--- src/core/scid_map.vh ---
// Purpose: register offsets, field positions, reset values and timing for the config port
// Assumes: ref_clk at 10 MHz; offsets are byte addresses on the serial port
// Notes: included by scid_spi_regs.v only
`ifndef SCID_MAP_VH
`define SCID_MAP_VH
`define SCID_ADDR_W 15
`define SCID_OFS_IFCFG 15'h0000
`define SCID_OFS_OPSTATE 15'h0002
`define SCID_OFS_CLASS 15'h0003
`define SCID_OFS_FAMILY_LO 15'h0004
`define SCID_OFS_FAMILY_HI 15'h0005
`define SCID_OFS_MAKER_LO 15'h000c
`define SCID_OFS_MAKER_HI 15'h000d
`define SCID_OFS_USER 15'h0010
`define SCID_BIT_SOFTRST 7
`define SCID_BIT_ASCEND 5
`define SCID_BIT_SEPOUT 4
`define SCID_BIT_HOLD 0
`define SCID_IFCFG_RESET 8'h30
`define SCID_OPSTATE_RESET 8'h00
`define SCID_USER_RESET 8'h00
`define SCID_MODE_NORMAL 2'h0
`define SCID_MODE_PWRDN 2'h3
`define SCID_SOFTRST_NS 750
`define SCID_CLK_MHZ 10
`define SCID_SOFTRST_CYC ((`SCID_SOFTRST_NS * `SCID_CLK_MHZ) / 1000)
`define SCID_HDR_BITS 16
`endif

--- src/core/scid_spi_regs.v ---
// Purpose: serial configuration port with config, operating-state and identity registers
// Assumes: spi mode 0, msb first, 16-bit header (rw, 15-bit address) then data bytes;
//   sclk slower than ref_clk / 4 since pins are oversampled
// Notes: soft reset holds the port idle for the reset interval
`include "scid_map.vh"
module scid_spi_regs #(
  parameter [3:0] CLASS_CODE = 4'h5, // arbitrary value
  parameter [15:0] FAMILY_CODE = 16'h00a7, // arbitrary value
  parameter [15:0] MAKER_CODE = 16'h0b3c // arbitrary value
) (
  input wire ref_clk,
  input wire srst,
  input wire spiCsN,
  input wire spiSclk,
  input wire spiSdi,
  output reg spiSdo,
  output wire spiSdoOeN,
  output wire chipResetActive,
  output wire powerDown
);
  localparam [31:0] RST_CYC_ALL = `SCID_SOFTRST_CYC;
  // the interval fits three bits at 10 MHz; a faster ref_clk needs a wider counter
  localparam [2:0] RST_CYC = RST_CYC_ALL[2:0];
  localparam [31:0] HDR_LAST_ALL = `SCID_HDR_BITS - 1;
  localparam [4:0] HDR_LAST = HDR_LAST_ALL[4:0];
  localparam [7:0] IFCFG_RST = `SCID_IFCFG_RESET;
  localparam [7:0] OPSTATE_RST = `SCID_OPSTATE_RESET;
  // one-hot phases of a frame
  localparam [1:0] ST_HDR = 2'b01;
  localparam [1:0] ST_DATA = 2'b10;

  reg [1:0] csSync;
  reg [1:0] sclkSync;
  reg [1:0] sdiSync;
  reg sclkLast;
  wire csN = csSync[1];
  wire sclkRise = sclkSync[1] & ~sclkLast;
  wire sclkFall = ~sclkSync[1] & sclkLast;

  // writable register bits
  reg ifcfgRsvd6;
  reg ascend;
  reg [3:0] ifcfgLow;
  reg [7:0] opState;
  reg [3:0] classRsvd;
  reg [7:0] userCfg;
  reg pdFlag;

  reg [2:0] rstCnt;
  reg rstBusy;
  reg [4:0] hdrCnt;
  reg [15:0] hdrShift;
  reg isRead;
  reg [14:0] addr;
  reg [3:0] bitInByte;
  reg [6:0] inShift;
  reg [7:0] outShift;
  reg [1:0] phase;
  wire dataPhase = (phase == ST_DATA);

  function [7:0] readByte;
    input [14:0] a;
    begin
      case (a)
        `SCID_OFS_IFCFG: readByte = {1'b0, ifcfgRsvd6, ascend, 1'b1, ifcfgLow};
        `SCID_OFS_OPSTATE: readByte = opState;
        `SCID_OFS_CLASS: readByte = {classRsvd, CLASS_CODE};
        `SCID_OFS_FAMILY_LO: readByte = FAMILY_CODE[7:0];
        `SCID_OFS_FAMILY_HI: readByte = FAMILY_CODE[15:8];
        `SCID_OFS_MAKER_LO: readByte = MAKER_CODE[7:0];
        `SCID_OFS_MAKER_HI: readByte = MAKER_CODE[15:8];
        `SCID_OFS_USER: readByte = userCfg;
        default: readByte = 8'h00;
      endcase
    end
  endfunction

  // next streaming address
  function [14:0] stepAddr;
    input [14:0] a;
    input hold;
    input up;
    begin
      if (hold) begin
        stepAddr = a;
      end else if (up) begin
        stepAddr = a + 15'h0001;
      end else begin
        stepAddr = a - 15'h0001;
      end
    end
  endfunction

  wire [7:0] wrByte = {inShift, sdiSync[1]};
  wire byteDone = dataPhase & sclkRise & ~csN & (bitInByte == 4'h7);
  wire doWrite = byteDone & ~isRead;
  wire softRstReq = doWrite & (addr == `SCID_OFS_IFCFG) & wrByte[`SCID_BIT_SOFTRST];
  wire regReset = srst | softRstReq;
  wire [14:0] hdrAddr = {hdrShift[13:0], sdiSync[1]};
  wire [7:0] hdrByte = readByte(hdrAddr);
  wire hdrLast = ~dataPhase & sclkRise & (hdrCnt == HDR_LAST);
  wire [14:0] nextAddr = stepAddr(addr, userCfg[`SCID_BIT_HOLD], ascend);
  wire [7:0] nextByte = readByte(nextAddr);

  always @(posedge ref_clk) begin
    if (srst) begin
      csSync <= 2'h3;
      sclkSync <= 2'h0;
      sdiSync <= 2'h0;
      sclkLast <= 1'b0;
    end else begin
      csSync <= {csSync[0], spiCsN};
      sclkSync <= {sclkSync[0], spiSclk};
      sdiSync <= {sdiSync[0], spiSdi};
      sclkLast <= sclkSync[1];
    end
  end

  // soft reset interval; bit 7 never stores, so it reads back as zero
  always @(posedge ref_clk) begin
    if (srst) begin
      rstBusy <= 1'b0;
      rstCnt <= 3'h0;
    end else if (softRstReq) begin
      rstBusy <= 1'b1;
      rstCnt <= RST_CYC;
    end else if (rstBusy) begin
      if (rstCnt == 3'h1) begin
        rstBusy <= 1'b0;
      end
      rstCnt <= rstCnt - 3'h1;
    end
  end

  always @(posedge ref_clk) begin
    if (regReset) begin
      ifcfgRsvd6 <= IFCFG_RST[6];
      ascend <= IFCFG_RST[`SCID_BIT_ASCEND];
      ifcfgLow <= IFCFG_RST[3:0];
      opState <= OPSTATE_RST;
      pdFlag <= (OPSTATE_RST[1:0] == `SCID_MODE_PWRDN);
      classRsvd <= 4'h0;
      userCfg <= `SCID_USER_RESET;
    end else if (doWrite) begin
      case (addr)
        `SCID_OFS_IFCFG: begin
          ifcfgRsvd6 <= wrByte[6];
          ascend <= wrByte[`SCID_BIT_ASCEND];
          ifcfgLow <= wrByte[3:0];
        end
        `SCID_OFS_OPSTATE: begin
          opState <= wrByte;
          pdFlag <= (wrByte[1:0] == `SCID_MODE_PWRDN);
        end
        `SCID_OFS_CLASS: classRsvd <= wrByte[7:4];
        `SCID_OFS_USER: userCfg <= wrByte;
        default: ;
      endcase
    end
  end

  // serial engine; a dropped chip select abandons any partial byte
  always @(posedge ref_clk) begin
    if (regReset | rstBusy | csN) begin
      phase <= ST_HDR;
      hdrCnt <= 5'h0;
      hdrShift <= 16'h0000;
      isRead <= 1'b0;
      addr <= 15'h0000;
      bitInByte <= 4'h0;
      inShift <= 7'h00;
    end else begin
      case (phase)
        ST_HDR: begin
          if (sclkRise) begin
            hdrShift <= {hdrShift[14:0], sdiSync[1]};
            hdrCnt <= hdrCnt + 5'h01;
            if (hdrCnt == HDR_LAST) begin
              isRead <= hdrShift[14];
              addr <= hdrAddr;
              phase <= ST_DATA;
            end
          end
        end
        ST_DATA: begin
          if (sclkRise) begin
            inShift <= {inShift[5:0], sdiSync[1]};
            if (bitInByte == 4'h7) begin
              bitInByte <= 4'h0;
              addr <= nextAddr;
            end else begin
              bitInByte <= bitInByte + 4'h1;
            end
          end
        end
        default: phase <= ST_HDR;
      endcase
    end
  end

  // read shifter: a byte loaded on the rise that ends the one before is held back
  // until the next fall; the first bit of a frame is driven on the last header rise, and each later bit stands from one fall to the next
  always @(posedge ref_clk) begin
    if (regReset | rstBusy | csN) begin
      outShift <= 8'h00;
      spiSdo <= 1'b0;
    end else if (hdrLast) begin
      outShift <= hdrByte;
      spiSdo <= hdrByte[7];
    end else if (dataPhase & sclkRise & (bitInByte == 4'h7)) begin
      outShift <= nextByte;
    end else if (dataPhase & sclkFall) begin
      if (bitInByte == 4'h0) begin
        spiSdo <= outShift[7];
      end else begin
        outShift <= {outShift[6:0], 1'b0};
        spiSdo <= outShift[6];
      end
    end
  end

  assign spiSdoOeN = ~(dataPhase & isRead & ~csN);
  assign chipResetActive = rstBusy;
  assign powerDown = pdFlag;
endmodule

--- config.mk ---
export PLATFORM = sky130hd
export DESIGN_NAME = scid_spi_regs
export DESIGN_NICKNAME = d
export VERILOG_FILES = /design/src/core/scid_spi_regs.v
export VERILOG_INCLUDE_DIRS = /design/src /design/src/core
export SDC_FILE = /design/constraint.sdc
export NUM_CORES = 1
export LEC_CHECK = 0
export BUFFER_PORTS_ARGS = -buffer_cell sky130_fd_sc_hd__buf_2
export CAP_MARGIN = 10
export CORE_MARGIN = 4
export CORE_UTILIZATION = 60
export CTS_CLUSTER_DIAMETER = 200
export DETAILED_ROUTE_END_ITERATION = 8
export PLACE_DENSITY = 0.77
export SLEW_MARGIN = 20
export SYNTH_ARGS = -nofsm -noshare
export SYNTH_HDL_FRONTEND = slang
export SYNTH_SLANG_ARGS = --single-unit
export TNS_END_PERCENT = 20
--- constraint.sdc ---
create_clock -name ref_clk -period 5.4 [get_ports ref_clk]
set_clock_uncertainty 0.2 [all_clocks]
set_input_delay 0 -clock ref_clk [delete_from_list [all_inputs] [get_ports ref_clk]]
set_output_delay 0 -clock ref_clk [all_outputs]
set_load 0.03 [all_outputs]
==> qor.yml, run 1 <==
status: "completed"
cp_data_arrival_time_ps: 4200
nFillCells: 838
crit_type: "register to register"
cts-htree-levels: 3
dieWidth_um: 105.8
hold_path_class: "register to register"
yosys.area_share.xor_xnor: 0.01983
tightest_slew_ps: 1035
cp_num_buf_inv: 1
synth_mux_area_frac: 0.06516
path_cells: "inv_1 -> fa_1 -> a211oi_1 -> o211ai_1 -> a21boi_0 -> mux2i_1 -> o2111ai_1 -> a2111oi_4 -> a31oi_1 -> nor3_1"
slew_viol_final: 0
num_antenna_cells: 0
routed_wirelength_mm: 15.94
gp_routability_congestion: 0.9640
hold_viol_final: 0
setup_slack_ps: 1274
fin_util: 0.6559
first_global_vias: 5145
synth_area_um2: 5742
period_minus_slack_ps: 4126
post-route-period-util: 0.7641
synthCells: 731
grt_max_degree: 34
cap_violations: 0
dr_total_vias: 5576
required_ps: 5480
register_area_um2: 1922
cts_sinks: 96
power.leakage_nw: 2.254
area_delta_synth_final_pct: 6.058
synth_top_family_by_area: "compound AO/OA/AOI/OAI gates"
io_pins: 9
core-area_um2: 9284
hold_depth: 1
first_pass_iters: 5
rr_worst_depth: 10
cpMaxStageDelayCell: "fa_1"
synth-async-reset-ratio: 0
grt-ovfl-total: 0
fmax_mhz: 242.4
syn_nets: 756
cts-root-buf: "clkbuf_8"
pre_cts_slack_ps: 1508
yosysWarningCount: 0
synth_seq_cells: 96
synth-simple-area-share: 0.2480
endpoint_kind: "register"
ys_types: 70
synth-adder-area-share: 0.04489
worstPathMaxFanout: 16
fp.dieArea_um2: 11200
vdd_drop_max_mv: 0.1413
setup_viol_count_final: 0
start_kind: "register"
grt_util_all_layers: 0.2904
clk_path_buf_depth: 2
die_h_um: 105.8
drtAntennaViolNets: 0
drc: 0
post-cts-setup-buffers: 0
syn_avg_cell_area_um2: 7.855
cpLargestDelayFamily: "compound AO/OA/AOI/OAI gates"
instances_no_fill: 856
cts_tree: "yes"
multi_input_area_um2: 3605
grt_pass1_wl_mm: 26.33
antenna_found_initial: 0
dr.first_iter.drc_count: 629
clk-insertion-delay-late_ps: 370
vias_per_cell: 6.514
cp.depth: 10
grt_setup_unrepaired: "false"
numCtsBuffers: 9
synth-edff-count: 0
power_density_nw_per_um2: 199.6
synthFlopType: "dfxtp_1"
critPathMaxStageDelay_ps: 570
finalSetupTns_ps: 0
port_buffers: 8
routedWlPerCell_um: 18.62
drive_above_1_share: 0.06602
ys_seq_area_frac: 0.3347
hpwl_mm: 11.55
rows: 35
synth_compound_area_frac: 0.2495
start_util: 0.6185
fin_nets: 748
slew_headroom: 0.3063
placedCellCount: 834
path_clk_slew_ps: 90
routing by layer:
metal	up-vias	track usage	wire length [um]
met5	-	0	0
met4	0	0.1055	450
met3	39	0.05818	1314
met2	246	0.4449	7111
met1	2639	0.4051	7058
li1	2652	-	-
worst paths after layout:
check	from	end	slack (ps)
worst max-delay path	ascend	outShift[1]	1270
worst min-delay path	csSync[0]	csSync[1]	220
worst max register to register	ascend	outShift[1]	1270
worst min register to register	csSync[0]	csSync[1]	220
cell type report:
cell class                 instances  share of cell area
multi-input combinational        582              0.5919
sequential                        96              0.3156
timing repair buffer              22             0.02671
tap                              129             0.02651
clock buffer                      10             0.02096
clock inverter                     5             0.01089
inverter                          12            0.007397
synth_stat cells (4+ instances only):
library cell | n | share of area
a211oi_1 | 13 | 0.017
a21o_1 | 7 | 0.0092
a21oi_1 | 72 | 0.063
a221o_1 | 6 | 0.010
a221oi_1 | 5 | 0.0076
a22oi_1 | 8 | 0.010
a31oi_1 | 9 | 0.0098
and2_1 | 6 | 0.0065
and3_1 | 7 | 0.0076
buf_1 | 5 | 0.0033
buf_2 | 12 | 0.010
clkbuf_1 | 23 | 0.015
dfxtp_1 | 96 | 0.33
ha_1 | 19 | 0.041
inv_1 | 12 | 0.0078
mux2i_1 | 34 | 0.059
nand2_1 | 100 | 0.065
nand2b_1 | 8 | 0.0087
nand3_1 | 21 | 0.018
nand4_1 | 6 | 0.0065
nor2_1 | 82 | 0.054
nor2b_1 | 14 | 0.015
nor3_1 | 16 | 0.014
nor3b_1 | 6 | 0.0078
nor4_1 | 10 | 0.011
nor4b_1 | 4 | 0.0061
o211ai_1 | 9 | 0.012
o21a_1 | 4 | 0.0052
o21ai_0 | 27 | 0.024
o21ai_1 | 4 | 0.0035
o22ai_1 | 5 | 0.0054
o2bb2ai_1 | 4 | 0.0061
or2_2 | 4 | 0.0044
xnor2_1 | 5 | 0.0076
xor2_1 | 8 | 0.012
registers in the layout (all words and copies together) (netlist names), 5 cells and up:
register  count
userCfg       8
hdrShift     15
inShift       7
hdrCnt        5
addr         15
outShift      8
opState       8
power breakdown:
part / switching [mW] / leakage (nW) / internal (mW)
Combinational: 0.0162 / 1.39 / 0.0101
Sequential: 0.00319 / 0.774 / 0.710
Clock: 0.259 / 0.0949 / 0.218
cells in the final DEF (no fill, tap or decap), types with 4 or more instances in the layout:
master / instances
nand2_1: 100
dfxtp_1: 96
nor2_1: 82
a21oi_1: 72
mux2i_1: 34
o21ai_0: 27
nand3_1: 21
ha_1: 19
nor3_1: 16
nor2b_1: 13
a211oi_1: 13
inv_1: 12
nor4_1: 10
o211ai_1: 9
a31oi_1: 9
clkbuf_8: 9
nand2b_1: 8
xor2_1: 8
a22oi_1: 8
buf_2: 8
and3_1: 7
a21o_1: 7
dlygate4sd3_1: 7
buf_4: 7
nand4_1: 6
nor3b_1: 6
and2_1: 6
a221o_1: 6
xnor2_1: 5
a221oi_1: 5
o22ai_1: 5
or2_2: 4
o21a_1: 4
nor4b_1: 4
o21ai_1: 4
o2bb2ai_1: 4
through the flow:
stage / area [um^2] / hold WS (ps) / total power, mW
3_3_place_gp: 5826 / -16.76 / 0.7503
3_5_place_dp: 5826 / -7.091 / 0.7512
6_report: 6090 / 219.3 / 1.215
2_1_floorplan: 5742 / -128.4 / 0.7445
4_1_cts: 6090 / 222.3 / 1.225
5_1_grt: 6090 / 242.7 / 1.257
worst register-to-register path, cell delays in order, from the launching register on:
cell and delay [ps]:
dfxtp_1 490, inv_1 360, fa_1 580, a211oi_1 400, o211ai_1 220, a21boi_0 290, mux2i_1 350, o2111ai_1 250
a2111oi_4 490, a31oi_1 170, nor3_1 230
cell families (layout without fill, tap and decap cells):
family                     Yosys count  in the layout
and+or+nand+nor                    300            300
buffers and inverters               53             49
DFF                                 96             96
adders and majority gates           20             20
AOI/OAI and AO/OA                  212            212
xor gates and xnor gates            13             13
muxes                               37             37
timing repair:
item / CTS / global route
hold buffers: 7 / 0
resized for setup: 0 / 0
setup endpoints to repair: 0 / 0
hold endpoints to repair: 11 / 0
(Power assumes the default switching activity.)
==> run 2, diff against run 1 <==
--- a/config.mk
+++ b/config.mk
@@ -6,10 +6,11 @@
 export SDC_FILE = /design/constraint.sdc
 export NUM_CORES = 1
 export LEC_CHECK = 0
+export ABC_AREA = 1
 export BUFFER_PORTS_ARGS = -buffer_cell sky130_fd_sc_hd__buf_2
 export CAP_MARGIN = 10
 export CORE_MARGIN = 4
-export CORE_UTILIZATION = 60
+export CORE_UTILIZATION = 58
 export CTS_CLUSTER_DIAMETER = 200
 export DETAILED_ROUTE_END_ITERATION = 8
 export PLACE_DENSITY = 0.77
==> constraint.sdc (replaced) <==
create_clock -name ref_clk -period 3.55 [get_ports ref_clk]
set_clock_uncertainty 0.2 [all_clocks]
set_input_delay 0 -clock ref_clk [delete_from_list [all_inputs] [get_ports ref_clk]]
set_output_delay 0 -clock ref_clk [all_outputs]
set_load 0.03 [all_outputs]
==> run 2 against run 1 <==
  * Core utilization decreased by 2.0 points
  * Critical path depth is 9 higher
  * Via count is 4.8% higher
  * Synthesized cell count up 27%
  * Setup slack got worse by 1000 ps
  * Area after synthesis grew 5.6%
  * First-iteration DRC count decreased by 18%
  * Largest cell class unchanged
==> qor.yml, run 2 <==
hpwl_mm: 11.31  # -2.1%
worstPathMaxFanout: 8  # -8
switching_share: 0.2489  # +0.02010
synth-edff-count: 0  # unchanged
rows: 37  # +5.7%
routed_wirelength_mm: 15.24  # -4.4%
cts_sinks: 96  # unchanged
synth_top_area_frac: 0.3171  # -0.01762
startpoint: "ascend"
start_util: 0.5924  # -0.02607
reg.largest.list: "addr (15), hdrShift (15)"
hold_start: "sdiSync[0]"
vias_per_cell: 5.397  # -17%
grt-ovfl-total: 0  # unchanged
cts-root-buf: "clkbuf_8"
slew_viol_final: 0  # unchanged
cp_data_arrival_time_ps: 3400  # -800 ps
fmax_mhz: 304.7  # +26%
start_kind: "register"
instances_no_fill: 1083  # +27%
yosysTopAreaCell: "dfxtp_1"
routedWlPerCell_um: 14.07  # -24%
port_buffers: 8  # unchanged
synth_commonest_cells: "nand2_1, inv_1, dfxtp_1, nor2_1, nand3_1"
nFillCells: 951  # +13%
io_pins: 9  # unchanged
yosysWarningCount: 0  # unchanged
multi_input_area_um2: 3478  # -3.5%
fin_nets: 967  # +29%
cts-htree-levels: 3  # unchanged
p_int_mw: 1.383  # +48%
num_antenna_cells: 0  # unchanged
register_area_um2: 1922  # unchanged
dr_total_vias: 5845  # +4.8%
cp_num_buf_inv: 2  # +1
setup_viol_count_final: 0  # unchanged
critPathMaxStageDelay_ps: 440  # -130 ps
tightest_slew_ps: 806.4  # -228.5 ps
dr.first_iter.drc_count: 513  # -18%
synthCells: 929  # +27%
power_density_nw_per_um2: 283.0  # +42%
p_switching_mw: 0.4582  # +65%
pre_cts_slack_ps: 160.0  # -1348 ps
power.leakage_nw: 2.921  # +30%
final_cell_mix: "nand2_1, inv_1, dfxtp_1, nor2_1, nand3_1"
grt_max_degree: 35  # +2.9%
core-area_um2: 10230  # +10%
ys_seq_area_frac: 0.3171  # -0.01762
drive_above_1_share: 0.09926  # +0.03324
grt_util_all_layers: 0.2648  # -0.02559
cap_violations: 0  # unchanged
vdd_drop_max_mv: 0.3675  # +160%
syn_nets: 954  # +26%
status: "completed"
die_h_um: 110.2  # +4.2%
numCtsBuffers: 9  # unchanged
first_pass_iters: 6  # +1
power_mw: 1.841  # +51%
seqPwrFrac: 0.589  # +0.003
r2r_setup_slack_ps: 270  # -1010 ps
cp_common_cell: "nand2_1"
cts_tree: "yes"
hold_path_class: "register to register"
slew_headroom: 0.4583  # +0.1519
synth-async-reset-ratio: 0  # unchanged
synth_seq_cells: 96  # unchanged
area_delta_synth_final_pct: 7.329
synth_area_um2: 6061  # +5.6%
power.share.clock: 0.381  # -0.011
first_global_vias: 5173  # +0.54%
grt_pass1_wl_mm: 25.30  # -3.9%
timing.rr.start: "ascend"
drtAntennaViolNets: 0  # unchanged
finalSetupTns_ps: 0  # unchanged
path_clk_slew_ps: 100  # about the same
clk-insertion-delay-late_ps: 380  # about the same
cpMaxStageDelayCell: "dfxtp_1"
fp.dieArea_um2: 12150  # +8.5%
grt_setup_unrepaired: "false"
synth_most_common_cell: "nand2_1"
pwr-share-comb: 0.030  # +0.008
required_ps: 3670  # -1810 ps
path_cells: "clkinvlp_4 -> buf_4 -> ha_1 -> or2_1 -> nand3_1 -> nand2_2 -> nand2_2 -> nand2_1 -> nand2_1 -> nand3_1 -> nand2_1 -> nand2_1 -> nor2_2 -> nand3_1 -> nand3_2 -> nor2_2 -> nor2_8 -> nand2_1 -> a21oi_2"
ys_types: 47  # -33%
crit_type: "register to register"
placedCellCount: 1058  # +27%
ys_top_cells_by_area: "dfxtp_1, nand2_1, inv_1, nand3_1, nor2_1"
cpLargestDelayFamily: "simple AND/OR/NAND/NOR gates"
gp_routability_congestion: 0.9420  # -2.3%
setup_slack_ps: 268.5  # -1006 ps
endpoint_kind: "register"
dieWidth_um: 110.2  # +4.2%
hold_viol_final: 0  # unchanged
syn_avg_cell_area_um2: 6.524  # -17%
synthFlopType: "dfxtp_1"
mostFrequentLayoutCell: "nand2_1"
antenna_found_initial: 0  # unchanged
clk_path_buf_depth: 2  # unchanged
period_minus_slack_ps: 3281  # -844.4 ps
post-route-period-util: 0.9244  # +0.1603
drc: 0  # unchanged
run 2: kinds of logic (layout without fill, tap and decap cells):
group	after synthesis	count (layout)	synth area share
AOI/OAI and AO/OA	159	159	0.1577
xor gates and xnor gates	10	10	0.01445
adders and majority gates	20	20	0.04253
buffers and inverters	163	181	0.1094
DFF	96	96	0.3171
and+or+nand+nor	481	481	0.3588
run 2: routing by layer:
metal  up-vias  GRT usage  part of all wire  wire length [um]
met5         -          0                 0                 0
met4         0    0.08707             0.016               249
met3        20    0.03786             0.062               946
met2       171     0.3964              0.44              6673
met1      2609     0.3907              0.48              7366
li1       3045          -                 -                 -
run 2: final cells by class:
cell class | count | area share
multi-input cells | 670 | 0.5347
clock inverters | 6 | 0.007694
inverters | 135 | 0.07867
clock buffers | 10 | 0.02116
flip-flops and latches | 96 | 0.2954
repair buffers | 30 | 0.03616
well taps | 136 | 0.02616
run 2: path summary, 6_finish.rpt:
path         cells past startpoint          end
max reg2reg                     19  outShift[4]
max                             19  outShift[4]
min                              2   sdiSync[1]
min reg2reg                      2   sdiSync[1]
run 2: repair_timing:
action                                 4_1_cts  5_1_grt
hold buffers                                 7        0
setup endpoints to repair                    0        8
buffers inserted                             0        2
resized for setup                            0        2
endpoints found under the hold margin       11        0
run 2: power by group through the flow:
stage | Sequential [mW] | Combinational (mW) | Clock, mW
global placement | 1.11 | 0.0484 | 0
floorplan | 1.11 | 0.0385 | 0
CTS | 1.08 | 0.0551 | 0.709
finish | 1.08 | 0.0560 | 0.701
global route | 1.09 | 0.0629 | 0.751
detailed placement | 1.11 | 0.0489 | 0
run 2: worst reg2reg max path, stage by stage, from the launching register on:
cell and delay (ps):
dfxtp_1 440, clkinvlp_4 130, buf_4 170, ha_1 390, or2_1 270, nand3_1 120
nand2_2 90, nand2_2 80, nand2_1 60, nand2_1 60, nand3_1 80, nand2_1 80
nand2_1 60, nor2_2 240, nand3_1 220, nand3_2 140, nor2_2 70, nor2_8 120
nand2_1 80, a21oi_2 120
run 2: per-stage QoR:
| stage | instance area (um^2) | util | hold WS, ps |
|---|---|---|---|
| final | 6505 | 0.6358 | 221.0 |
| after global routing | 6505 | 0.6358 | 239.0 |
| after CTS | 6484 | 0.6337 | 217.9 |
| after detailed placement | 6226 | 0.6085 | -4.965 |
| after global placement | 6226 | 0.6085 | -10.64 |
| after floorplan | 6061 | - | -96.19 |
